### config.mk
export PLATFORM = sky130hd
export DESIGN_NAME = dlm_regs
export DESIGN_NICKNAME = d
export VERILOG_FILES = /design/src/rtl/dlm_pkg.sv /design/src/rtl/dlm_regs.sv
export SDC_FILE = /design/constraint.sdc
export NUM_CORES = 1
export LEC_CHECK = 0
export ABC_AREA = 1
export BUFFER_PORTS_ARGS = -buffer_cell sky130_fd_sc_hd__buf_2
export CAP_MARGIN = 10
export CORE_MARGIN = 2
export CORE_UTILIZATION = 46
export DETAILED_ROUTE_END_ITERATION = 10
export PLACE_DENSITY_LB_ADDON = 0.3
export SYNTH_ARGS = -nofsm -noshare
export SYNTH_HDL_FRONTEND = slang
export SYNTH_SLANG_ARGS = --single-unit
### constraint.sdc
create_clock -name ref_clk -period 3.3 [get_ports ref_clk]
set_clock_uncertainty 0.2 [all_clocks]
set_input_delay 0.165 -clock ref_clk [delete_from_list [all_inputs] [get_ports ref_clk]]
set_output_delay 0.165 -clock ref_clk [all_outputs]
set_load 0.005 [all_outputs]
### src/rtl/dlm_pkg.sv
// dlm_pkg: constants for the latch-load and channel mode/power registers
package dlm_pkg;
    // ==================================================
    // register map
    localparam logic [7:0]  ADDR_LATCH_LOAD = 8'h04;
    localparam logic [7:0]  ADDR_MODE_PWR   = 8'h05;
    localparam int          NUM_CH          = 4;
    // ==================================================
    // field positions
    localparam int          STROBE_LSB      = 12;
    localparam int          KIND_LSB        = 12;
    localparam int          PWR_LSB         = 8;
    // ==================================================
    // reset values
    localparam logic [3:0]  KIND_RST        = 4'h0;
    localparam logic [3:0]  PWR_RST         = 4'h0;
    localparam logic [11:0] DATA_RST        = 12'h000;
endpackage

### src/rtl/dlm_regs.sv
// dlm_regs: latch-load strobes, channel mode and power registers
// Notes on behaviour
// - strobe write 1 loads data when latched
// - strobe bits self-clear at transaction end
// - bit 15..12 map channel 3..0 strobes
// - mode bits 15:12, 1 means current output
// - reserved bits read zero, reset zero
// - transparent channel passes data straight through
// - power bits 11:8, 1 means powered on
// - host overcurrent mode clears power bit
`timescale 1ns/10ps
`default_nettype none
module dlm_regs
    import dlm_pkg::*;
#(
    parameter int CH = NUM_CH
) (
    // clock and reset
    input  wire logic         ref_clk,
    input  wire logic         nrst,
    input  wire logic         clk_en,
    // register port from the spi frame decoder
    input  wire logic         reg_wr,
    input  wire logic [7:0]   reg_addr,
    input  wire logic [15:0]  reg_wdata,
    input  wire logic         frame_done,
    output logic      [15:0]  reg_rdata,
    // neighbouring configuration and data
    input  wire logic [3:0]   latch_transparent_cfg,
    input  wire logic         overcurrent_response_cfg,
    input  wire logic [47:0]  ch_data,
    input  wire logic [3:0]   ch_data_wr,
    input  wire logic [3:0]   overcurrent_det,
    input  wire logic         external_latch_pin,
    // converter side
    output logic      [47:0]  dac_code,
    output logic      [3:0]   output_kind_select,
    output logic      [3:0]   channel_power_on,
    output logic      [3:0]   load_strobe
);
    // elaboration check: port widths are fixed at four channels
    if (CH != NUM_CH) begin : g_bad_ch
        $error("only four channels supported");
    end

    // ==================================================
    // reset release and pin synchronisers
    logic       rst_s1_q, rst_n_q;
    logic [1:0] pin_sync_q;
    logic [3:0] ovc_s1_q, ovc_s2_q;
    always_ff @(posedge ref_clk or negedge nrst) begin
        if (!nrst) begin
            rst_s1_q <= 1'b0;
            rst_n_q  <= 1'b0;
        end else begin
            rst_s1_q <= 1'b1;
            rst_n_q  <= rst_s1_q;
        end
    end

    // async pins pass two flops before use
    always_ff @(posedge ref_clk or negedge rst_n_q) begin
        if (!rst_n_q) begin
            pin_sync_q <= 2'b00;
            ovc_s1_q   <= 4'h0;
            ovc_s2_q   <= 4'h0;
        end else if (clk_en) begin
            pin_sync_q <= {pin_sync_q[0], external_latch_pin};
            ovc_s1_q   <= overcurrent_det;
            ovc_s2_q   <= ovc_s1_q;
        end
    end

    // ==================================================
    // register state
    logic [3:0]  strobe_q, strobe_d;
    logic [3:0]  kind_q, kind_d;
    logic [3:0]  pwr_q, pwr_d;
    logic [47:0] code_q, code_d;
    logic        pin_q, pin_d;
    logic        wr_ctl, wr_mode, pin_rise;

    // address decode shared by write enables and the read mux
    function automatic logic addr_hit(input logic [7:0] a,
                                      input logic [7:0] r);
        return a == r;
    endfunction

    assign wr_ctl   = reg_wr && addr_hit(reg_addr, ADDR_LATCH_LOAD);
    assign wr_mode  = reg_wr && addr_hit(reg_addr, ADDR_MODE_PWR);
    assign pin_rise = pin_sync_q[1] && !pin_q;

    // next-state: strobes, mode, power, converter codes
    always_comb begin
        strobe_d = strobe_q;
        kind_d   = kind_q;
        pwr_d    = pwr_q;
        code_d   = code_q;
        pin_d    = pin_sync_q[1];
        if (frame_done) strobe_d = 4'h0;
        if (wr_ctl) strobe_d = reg_wdata[STROBE_LSB +: 4];
        if (wr_mode) begin
            kind_d = reg_wdata[KIND_LSB +: 4];
            pwr_d  = reg_wdata[PWR_LSB +: 4];
        end
        for (int i = 0; i < 4; i++) begin
            // overcurrent clear wins: the channel is already down
            if (overcurrent_response_cfg && ovc_s2_q[i])
                pwr_d[i] = 1'b0;
            if (latch_transparent_cfg[i]) begin
                if (ch_data_wr[i])
                    code_d[i*12 +: 12] = ch_data[i*12 +: 12];
            end else if ((wr_ctl && reg_wdata[STROBE_LSB + i]) || pin_rise)
                code_d[i*12 +: 12] = ch_data[i*12 +: 12];
        end
    end

    always_ff @(posedge ref_clk or negedge rst_n_q) begin
        if (!rst_n_q) begin
            strobe_q <= 4'h0;
            kind_q   <= KIND_RST;
            pwr_q    <= PWR_RST;
            code_q   <= {4{DATA_RST}};
            pin_q    <= 1'b0;
        end else if (clk_en) begin
            strobe_q <= strobe_d;
            kind_q   <= kind_d;
            pwr_q    <= pwr_d;
            code_q   <= code_d;
            pin_q    <= pin_d;
        end
    end

    // ==================================================
    // read mux: strobes and reserved read as zero
    always_comb begin
        reg_rdata = 16'h0000;
        if (addr_hit(reg_addr, ADDR_MODE_PWR))
            reg_rdata = {kind_q, pwr_q, 8'h00};
    end

    assign dac_code           = code_q;
    assign output_kind_select = kind_q;
    assign channel_power_on   = pwr_q;
    assign load_strobe        = strobe_q;

    // ==================================================
    // checks
    // per-channel load behaviour, one copy for each converter
    for (genvar g = 0; g < 4; g++) begin : g_ch_chk

    end
endmodule
`default_nettype wire

==> results of run 1 <==
## logic make-up (layout without fill, tap and decap cells)
kind of cell,count (synthesis),in the layout
AND/OR/NAND/NOR,240,240
flip-flops,73,73
buffers and inverters,48,262
AO/OA/AOI/OAI,14,14
other,2,9
## worst max-delay path by stage
stage / startpoint / to / slack [ns] / depth (start not counted)
floorplan: rst_n_q$_DFF_PN0_ / channel_power_on[0]$_DFFE_PN0P_ / 0.92 / 0
global placement: clk_en / dac_code[3]$_DFFE_PN0P_ / 1.40 / 6
detailed placement: clk_en / dac_code[11]$_DFFE_PN0P_ / 1.38 / 6
CTS: clk_en / dac_code[38]$_DFFE_PN0P_ / 1.21 / 7
global route: clk_en / dac_code[24]$_DFFE_PN0P_ / 1.03 / 7
finish: clk_en / dac_code[13]$_DFFE_PN0P_ / 1.19 / 7
## power groups by stage
stage	Clock [mW]	Combinational, mW	Sequential [mW]
after floorplan	0	0.204	1.12
after detailed placement	0	0.397	1.12
after global routing	0.745	0.523	1.12
final	0.692	0.463	1.11
after CTS	0.711	0.460	1.10
after global placement	0	0.385	1.12
## worst min-delay path: stages
cell                      delay [ns]
sky130_fd_sc_hd__buf_2          0.11
sky130_fd_sc_hd__nand4_1        0.16
sky130_fd_sc_hd__nand2_1        0.07
sky130_fd_sc_hd__inv_1          0.04
sky130_fd_sc_hd__nor2_1         0.03
## sequential cells by signal, indices dropped and copies added (netlist names)
register,cells
channel_power_on,4
rst_s1_q,1
ovc_s1_q,4
ovc_s2_q,4
rst_n_q,1
dac_code,48
pin_sync_q,2
load_strobe,4
output_kind_select,4
pin_q,1
## stage by stage
step / utilization (%) / instance area [sq um]
finish: 71.6 / 4920
floorplan: - / 3330
global placement: 58.3 / 4010
global route: 71.6 / 4920
detailed placement: 58.3 / 4010
CTS: 71.6 / 4920
## metal layers
metal  share of wire, %  GRT usage [%]  wire length [um]
met1                 42           27.7              3700
met4                1.2           8.82               103
met3                8.1           5.22               713
met2                 49           38.3              4290
met5                  0              0                 0
## cell usage in the layout, fill, tap and decap left out, drive strengths merged
cell	instances
nand2	160
buf	150
dfrtp	73
dlygate4sd3	72
nand3	56
inv	24
nor2	23
o21ai	10
conb	9
clkbuf	9
a21oi	4
clkinvlp	3
clkinv	3
nand4	1
bufinv	1
## final cells by class
class	count	area (sq um)	area share, %
Timing Repair Buffer	222	1470	29.9
Tap cell	96	120	2.44
Clock buffer	9	124	2.52
Inverter	24	90.1	1.83
Clock inverter	7	71.3	1.45
Multi-Input combinational cell	263	1210	24.7
Sequential cell	73	1830	37.2
==> run_results.csv, run 1 <==
group,metric,value,unit
cts,clock_pin_slew_worst_setup_and_hold_paths,0.08,ns
setup_path,critical_path.startpoint_type,"primary input",
timing,period_needed,2.11,ns
power_and_ir_drop,post-layout-total-power,2.26,mW
synth,synth_edf_count,0,
global_route,grt_overflow_total,0,
cells_and_area,area_growth,49.1,%
power_and_ir_drop,static_leakage,2.77,nW
routing,detail-route-antenna-nets,0,
cells_and_area,fillers,506,
routing,drcViolationCount,0,
routing,detail_route.first_pass.iterations,4,
timing,setup-violations-final,0,
setup_path,path_delay_family,"buffers and inverters",
cells_and_area,finish.net_count,684,
placed_design,placed_cells,606,
synth,xor_and_xnor_fraction_of_the_mapped_netlist_area,0,%
setup_path,cp-end-kind,"flop",
timing,fin_worst_hold_slack,0.0592,ns
global_route,grt_first_pass_wirelength,13800,um
setup_path,r2r_start,"pin_q$_DFFE_PN0P_",
routing,viasPerCell,4.61,
setup_path,arrival_time_of_the_worst_setup_path,2.15,ns
setup_path,worst-endpoint-required,3.34,ns
run,cap_violations,0,
die,fp-row-count,30,
min_path,worst_hold_startpoint,"reg_wr",
timing,timing.slew.headroom,40.7,%
synth,synthTopCellsByArea,"sky130_fd_sc_hd__dfrtp_1, sky130_fd_sc_hd__nand2_1, sky130_fd_sc_hd__nand3_1",
timing,tightest_slew,0.890,ns
synth,postSynth.asyncResetShare,100,%
timing,grt_setup_unrepaired,"no",
setup_path,critPathMaxFanout,19,
synth,ys_dominant_reg_cell,"sky130_fd_sc_hd__dfrtp_1",
setup_path,reg2regPathDepth,6,
cts,cts_tree,"built",
timing,period_share,64.1,%
cells_and_area,diodes,0,
global_route,grt_start_max_net_pins,72,
power_and_ir_drop,pwr_density_cell,460,nW/um^2
global_route,first_global_vias,3114,
synth,yosysTopAreaCellShare,55.3,%
die,die-width,88.7,um
synth,post_synth_num_cell_types,20,
run_status,outcome,"completed",
power_and_ir_drop,power.share.combinational,20.5,%
routing,detail_route.wl_per_cell,12.7,um
cts,cts_htree_levels,3,
cts,postCtsSetupRepairBufs,0,
die,die_y,88.7,um
cts,hold_buffers,72,
power_and_ir_drop,p_sw,0.658,mW
power_and_ir_drop,share_seq_of_total_power,48.9,%
setup_path,crit_path_cell_trace,"dlygate4sd3_1 > buf_2 > inv_2 > a21oi_2 > nand2_4 > nand2_1 > nand2_1",
die,core_area,6870,sq um
routing,via_count,3197,
synth,synth-warning-count,0,
synth,post_synthesis_mean_instance_area,8.76,sq um
min_path,whs_path_depth,5,
die,design.portCount,167,
setup_path,critPathMostFrequentCell,"sky130_fd_sc_hd__nand2_1",
cts,cts_num_sinks,73,
min_path,min-delay-path-class,"primary input to flop",
synth,post_synth_fa_ha_maj_area_fraction,0,%
synth,synth.ff_latch_count,73,
timing,timing_max_transition_violations_final,0,
power_and_ir_drop,ir_worst_vdd,0.000259,V
synth,post_synth_and_or_nand_nor_area_fraction,33.2,%
cells_and_area,final_cell_count_no_fill,694,
timing,fin_tns_setup,0,ns
power_and_ir_drop,netSwitchingFraction,29.1,%
synth,synth_compound_area_share,2.58,%
placed_design,place_congestion,0.787,
min_path,hold_path_end,"channel_power_on[0]$_DFFE_PN0P_",
setup_path,timing.critical_path.slowest_cell_delay,0.55,ns
synth,syn-instance-count,377,
synth,yosys.cell_count.top_type,"sky130_fd_sc_hd__nand2_1",
setup_path,path_class,"primary input to flop",
cts,worst_skew_pair.late_latency,0.35,ns
timing,postLayoutSetupSlackWorst,1.19,ns
setup_path,critical_path.reg2reg.endpoint,"dac_code[13]$_DFFE_PN0P_",
synth,synth_area,3300,sq um
die,die-area,7870,sq um
cts,postCtsResizedCells,0,
setup_path,cp_num_buf_inv,3,
synth,synth_seq_area_share,55.3,%
synth,synth_top_family_by_area,"simple AND/OR/NAND/NOR gates",
placed_design,place.port_buffers,150,
power_and_ir_drop,power_report.internal_total,1.60,mW
cts,clockRootBuffer,"sky130_fd_sc_hd__clkbuf_8",
setup_path,crit_slowest_cell,"sky130_fd_sc_hd__a21oi_2",
cts,ctsLongestPathBuffers,2,
global_route,global_route.usage.total,22.5,%
placed_design,detailed_place_hpwl,5450,um
setup_path,reg2reg_setup_slack,1.71,ns
synth,yosys-top-cells-count,"sky130_fd_sc_hd__nand2_1, sky130_fd_sc_hd__dfrtp_1, sky130_fd_sc_hd__nand3_1",
global_route,grt_antenna_before_repair,0,
synth,muxShareOfSynthArea,0,%
power_and_ir_drop,power.clock.fraction,30.6,%
routing,postRouteWirelength,8810,um
die,start_util,48.1,%
cts,cts_buffers,9,
timing,clock.fmax,473,MHz
placed_design,detailedPlace.worstSlack,1.38,ns
synth,synth_top_area_cell,"sky130_fd_sc_hd__dfrtp_1",
cells_and_area,post_route_cells_drive_above_1_share,31.9,%
timing,finalHoldViolations,0,
routing,dr.first_iter.drc_count,108,
Note: power is estimated with default switching activity, not from simulation.
==> run 2, diff against run 1 <==
--- a/config.mk
+++ b/config.mk
@@ -9,7 +9,7 @@
 export BUFFER_PORTS_ARGS = -buffer_cell sky130_fd_sc_hd__buf_2
 export CAP_MARGIN = 10
 export CORE_MARGIN = 2
-export CORE_UTILIZATION = 46
+export CORE_UTILIZATION = 41
 export DETAILED_ROUTE_END_ITERATION = 10
 export PLACE_DENSITY_LB_ADDON = 0.3
 export SYNTH_ARGS = -nofsm -noshare
==> constraint.sdc (replaced) <==
create_clock -name ref_clk -period 1.8 [get_ports ref_clk]
set_clock_uncertainty 0.2 [all_clocks]
set_input_delay 0.09 -clock ref_clk [delete_from_list [all_inputs] [get_ports ref_clk]]
set_output_delay 0.09 -clock ref_clk [all_outputs]
set_load 0.005 [all_outputs]
==> run_results.csv, run 2 (synthesis gave the netlist of run 1 again) <==
group,metric,value,unit
timing,fin_tns_setup,0,ns
setup_path,crit_slowest_cell,"sky130_fd_sc_hd__dlygate4sd3_1",
global_route,grt_busiest_layer,"met2",
placed_design,placement.cell_area,4080,sq um
placed_design,place_congestion,0.731,
timing,period_needed,1.71,ns
global_route,global_route.usage.total,21.1,%
routing,postRouteWirelength,9250,um
power_and_ir_drop,static_leakage,2.87,nW
timing,grt_setup_unrepaired,"no",
cts,cts_num_sinks,73,
setup_path,path_delay_family,"buffers and inverters",
die,die-area,8780,sq um
die,core_area,7770,sq um
cts,worst_skew_pair.late_latency,0.33,ns
global_route,grt_overflow_total,0,
cells_and_area,fillers,622,
cts,ctsLongestPathBuffers,2,
setup_path,critical_path.startpoint_type,"primary input",
die,die_y,93.7,um
setup_path,cp_num_buf_inv,3,
global_route,first_global_vias,3183,
cts,cts_htree_levels,3,
routing,dr.first_iter.drc_count,89,
cts,cts_tree,"built",
global_route,grt_util_met3,3.85,%
cts,cts_buffers,9,
timing,finalHoldViolations,1,
setup_path,cp-end-kind,"flop",
timing,timing_max_transition_violations_final,0,
setup_path,arrival_time_of_the_worst_setup_path,1.74,ns
timing,clock.fmax,586,MHz
timing,fin_worst_hold_slack,-0.000375,ns
die,start_util,42.5,%
die,design.portCount,167,
die,die-width,93.7,um
cts,clock_pin_slew_worst_setup_and_hold_paths,0.08,ns
cells_and_area,number_of_flip_flops_in_the_largest_register,48,
setup_path,timing.critical_path.slowest_cell_delay,0.54,ns
power_and_ir_drop,pwr_density_cell,852,nW/um^2
cells_and_area,post_route_cells_drive_above_1_share,32.1,%
routing,drcViolationCount,0,
run,cap_violations,0,
timing,period_share,94.9,%
placed_design,place.port_buffers,150,
run_status,outcome,"complete, but fails checks",
cts,clockRootBuffer,"sky130_fd_sc_hd__clkbuf_8",
routing,viasPerCell,4.58,
setup_path,crit_path_cell_trace,"dlygate4sd3_1 > buf_4 > nand2_4 > nor2_4 > nand2_1 > nand2_1 > dlygate4sd3_1 > nor2_1",
die,fp-row-count,32,
global_route,global_route.usage.met1,26.1,%
routing,detail_route.wl_per_cell,12.9,um
min_path,min-delay-path-class,"primary input to flop",
placed_design,detailed_place_hpwl,5900,um
timing,tightest_slew,0.673,ns
cells_and_area,area_growth,55.2,%
setup_path,critPathMaxFanout,9,
cells_and_area,most-common-layout-cells,"sky130_fd_sc_hd__nand2_1, sky130_fd_sc_hd__buf_2, sky130_fd_sc_hd__dlygate4sd3_1, sky130_fd_sc_hd__dfrtp_1, sky130_fd_sc_hd__nand3_1",
setup_path,path_class,"primary input to flop",
cells_and_area,finalInstanceArea,5120,sq um
timing,setup-violations-final,0,
global_route,global_route.usage.met2,36.8,%
routing,via_count,3279,
run_status,failed_checks,"hold timing",
global_route,grt_antenna_before_repair,0,
global_route,grt_start_max_net_pins,32,
timing,timing.slew.headroom,55.1,%
routing,detail_route.first_pass.iterations,4,
routing,detail-route-antenna-nets,0,
power_and_ir_drop,ir_worst_vdd,0.000516,V
global_route,grt_first_pass_wirelength,14600,um
setup_path,worst-endpoint-required,1.83,ns
cells_and_area,finish.net_count,699,
## run 2: worst paths after layout
kind                                         from                           endpoint  slack, ns  cells after the start
worst max register to register  pin_q$_DFFE_PN0P_            dac_code[9]$_DFFE_PN0P_       0.21                      6
worst min-delay path                       reg_wr  output_kind_select[0]$_DFFE_PN0P_    -0.0004                      4
worst max-delay path                  reg_addr[0]    channel_power_on[3]$_DFFE_PN0P_       0.09                      8
max in group asynchronous       rst_n_q$_DFF_PN0_           dac_code[18]$_DFFE_PN0P_       0.82                      1
min in group asynchronous       rst_n_q$_DFF_PN0_            ovc_s1_q[0]$_DFFE_PN0P_       0.04                      0
worst min register to register  rst_n_q$_DFF_PN0_            ovc_s1_q[0]$_DFFE_PN0P_       0.04                      0
## run 2: report_power, final
part,total (mW),switching (mW),internal (mW)
clock network,1.45,0.593,0.857
registers,2.01,0.132,1.87
logic,0.910,0.453,0.457
## run 2: stage by stage
step / util [%] / setup WS (ns) / hold slack (ns) / instances / power, mW
2_1_floorplan: - / 0.357 / -0.406 / 384 / 2.44
3_3_place_gp: 52.5 / 0.232 / -0.322 / 618 / 2.78
3_5_place_dp: 52.5 / 0.219 / -0.323 / 618 / 2.81
4_1_cts: 65.8 / 0.0432 / 0.000194 / 714 / 4.39
5_1_grt: 65.9 / 0.0103 / 0.0154 / 715 / 4.63
6_report: 66.0 / 0.0926 / -0.000375 / 716 / 4.37
## run 2: layout make-up
cell class                      count  area, sq um  share of cell area, %
Sequential cell                    73         1830                   35.7
Timing Repair Buffer              237         1630                   31.8
Tap cell                          102          128                   2.49
Inverter                           24         90.1                   1.76
Clock inverter                      4         75.1                   1.47
Clock buffer                       12          155                   3.03
Antenna cell                        1         2.50                 0.0488
Multi-Input combinational cell    263         1210                   23.7
## run 2: metal layers
metal / wire length [um] / vias to the layer above / part of all wire, %
met3: 572 / 11 / 6.2
met4: 106 / 0 / 1.1
met5: 0 / - / 0
met1: 3970 / 1533 / 43
li1: - / 1621 / -
met2: 4600 / 114 / 50
## run 2: worst register-to-register path, delay by kind of cell (launching register included)
| family | cells | cell delay, ns |
|---|---|---|
| and+or+nand+nor | 6 | 0.88 |
| DFF | 1 | 0.38 |
## run 2: repair_timing
action                                  4_1_cts  5_1_grt
gates resized for setup                       0        1
hold buffers                                 80        0
endpoints found under the hold margin        72        0
endpoints found under the setup margin        0        5
setup buffers                                 0        1
==> run 3, diff against run 2 <==
--- a/config.mk
+++ b/config.mk
@@ -11,7 +11,8 @@
 export CORE_MARGIN = 2
 export CORE_UTILIZATION = 41
 export DETAILED_ROUTE_END_ITERATION = 10
-export PLACE_DENSITY_LB_ADDON = 0.3
+export MAX_ROUTING_LAYER = met4
+export PLACE_DENSITY = 0.86
 export SYNTH_ARGS = -nofsm -noshare
 export SYNTH_HDL_FRONTEND = slang
 export SYNTH_SLANG_ARGS = --single-unit
==> run_results.csv, run 3 (synthesis gave the netlist of run 1 again) <==
group,metric,value,unit
cts,worst_skew_pair.late_latency,0.33,ns
min_path,min-delay-path-class,"primary input to flop",
placed_design,place.port_buffers,150,
global_route,global_route.usage.total,23.3,%
die,design.portCount,167,
die,die-width,93.7,um
cells_and_area,diodes,0,
die,core_area,7770,sq um
setup_path,worst-endpoint-required,1.84,ns
power_and_ir_drop,post-layout-total-power,4.00,mW
timing,finalHoldViolations,0,
power_and_ir_drop,ir_worst_vdd,0.000423,V
routing,detail_route.wl_per_cell,13.7,um
run,cap_violations,0,
global_route,first_global_vias,3383,
cells_and_area,number_of_flip_flops_in_the_largest_register,48,
setup_path,timing.critical_path.slowest_cell_delay,0.55,ns
setup_path,cp-end-kind,"flop",
setup_path,crit_path_cell_trace,"dlygate4sd3_1 > buf_6 > nand2_8 > nor2_4 > nand2_1 > nand2_1 > dlygate4sd3_1 > nor2_1",
routing,postRouteWirelength,9780,um
die,die-area,8780,sq um
die,die_y,93.7,um
timing,timing_max_transition_violations_final,0,
global_route,grt_overflow_total,0,
cells_and_area,fillers,599,
cells_and_area,finalInstanceArea,5060,sq um
global_route,grt_first_pass_wirelength,15600,um
setup_path,critPathMaxFanout,9,
setup_path,path_class,"primary input to flop",
power_and_ir_drop,power.clock.fraction,26.6,%
setup_path,path_delay_family,"buffers and inverters",
cells_and_area,most-common-layout-cells,"sky130_fd_sc_hd__nand2_1, sky130_fd_sc_hd__buf_2, sky130_fd_sc_hd__dlygate4sd3_1, sky130_fd_sc_hd__dfrtp_1, sky130_fd_sc_hd__nand3_1",
timing,tightest_slew,0.697,ns
timing,timing.slew.headroom,53.5,%
power_and_ir_drop,share_seq_of_total_power,50.3,%
power_and_ir_drop,p_sw,1.17,mW
routing,via_count,3381,
setup_path,reg2reg_setup_slack,0.15,ns
routing,detail-route-antenna-nets,0,
cts,clock_pin_slew_worst_setup_and_hold_paths,0.08,ns
power_and_ir_drop,power.share.combinational,23.1,%
global_route,grt_start_max_net_pins,28,
routing,viasPerCell,4.73,
placed_design,detailedPlace.worstSlack,0.165,ns
timing,postLayoutSetupSlackWorst,0.0590,ns
timing,period_needed,1.74,ns
cts,ctsLongestPathBuffers,2,
setup_path,arrival_time_of_the_worst_setup_path,1.78,ns
power_and_ir_drop,power_report.internal_total,2.83,mW
cts,cts_htree_levels,3,
cells_and_area,multiInputGateArea,1230,sq um
routing,drcViolationCount,0,
power_and_ir_drop,pwr_density_cell,790,nW/um^2
placed_design,detailed_place_hpwl,5970,um
cells_and_area,register_area,1830,sq um
cells_and_area,area_growth,53.3,%
power_and_ir_drop,netSwitchingFraction,29.3,%
cells_and_area,finish.net_count,699,
setup_path,crit_slowest_cell,"sky130_fd_sc_hd__dlygate4sd3_1",
setup_path,critical_path.startpoint_type,"primary input",
die,fp-row-count,32,
cts,clockRootBuffer,"sky130_fd_sc_hd__clkbuf_8",
cells_and_area,post_route_cells_drive_above_1_share,32.0,%
routing,dr.first_iter.drc_count,121,
cts,cts_num_sinks,73,
timing,clock.fmax,574,MHz
global_route,grt_antenna_before_repair,0,
power_and_ir_drop,static_leakage,2.84,nW
setup_path,cp_num_buf_inv,3,
placed_design,placement.cell_area,4070,sq um
cells_and_area,postLayoutCoreUtil,65.2,%
cts,cts_tree,"built",
routing,detail_route.first_pass.iterations,5,
timing,period_share,96.7,%
placed_design,place_congestion,0.854,
cts,cts_buffers,9,
timing,setup-violations-final,0,
die,start_util,42.5,%
run_status,outcome,"completed",
## run 3: cell count changes in the layout (fill, tap and decap cells not counted), moves of 2 or more
cell,delta
sky130_fd_sc_hd__clkbuf_1,+2
sky130_fd_sc_hd__clkbuf_8,-2
sky130_fd_sc_hd__bufinv_16,-2
sky130_fd_sc_hd__clkinv_2,+4
sky130_fd_sc_hd__clkinvlp_4,-2
## run 3: power groups by stage
stage,logic (mW),clock network [mW],registers (mW)
floorplan,0.374,0,2.06
global placement,0.739,0,2.02
detailed placement,0.773,0,2.03
CTS,0.907,1.08,2.00
global route,1.04,1.18,2.04
finish,0.924,1.06,2.01
## run 3: routing by layer
metal  vias to the layer above  wire length [um]  global-route usage [%]
li1                       1619                 -                       -
met3                        31               575                    4.49
met4                         0               238                    8.82
met5                         -                 0                       -
met1                      1583              3940                    26.3
met2                       148              5030                    41.0
## run 3: what timing repair did
item	CTS	global route
endpoints found under the setup margin	0	7
endpoints found under the hold margin	71	1
hold buffers	79	1
setup buffers	0	3
resized for setup	0	4
## run 3: tightest hold or removal path, cell delays in order
cell                      delay [ns]
sky130_fd_sc_hd__buf_2          0.11
sky130_fd_sc_hd__buf_4          0.19
sky130_fd_sc_hd__nand2_1        0.07
sky130_fd_sc_hd__nand2_1        0.06
## run 3: through the flow
stage / TNS [ns] / cells / hold WS, ns
finish: 0 / 715 / 0.0226
global route: -0.00799 / 715 / 0.0246
CTS: 0 / 712 / 0.00572
detailed placement: 0 / 617 / -0.322
global placement: 0 / 617 / -0.323
floorplan: 0 / 384 / -0.406
## run 3: final timing paths
check,start,to,cells past startpoint
max reg2reg,pin_q$_DFFE_PN0P_,dac_code[44]$_DFFE_PN0P_,6
min reg2reg,rst_n_q$_DFF_PN0_,output_kind_select[3]$_DFFE_PN0P_,0
max in group asynchronous,rst_n_q$_DFF_PN0_,dac_code[16]$_DFFE_PN0P_,1
min in group asynchronous,rst_n_q$_DFF_PN0_,output_kind_select[3]$_DFFE_PN0P_,0
min,clk_en,ovc_s2_q[0]$_DFFE_PN0P_,4
max,reg_addr[0],channel_power_on[2]$_DFFE_PN0P_,8
## run 3: layout make-up
| class | count | area share, % |
|---|---|---|
| Timing Repair Buffer | 237 | 32.3 |
| Clock buffer | 12 | 2.67 |
| Inverter | 24 | 1.78 |
| Clock inverter | 4 | 0.396 |
| Multi-Input combinational cell | 263 | 24.3 |
| Sequential cell | 73 | 36.1 |
| Tap cell | 102 | 2.52 |
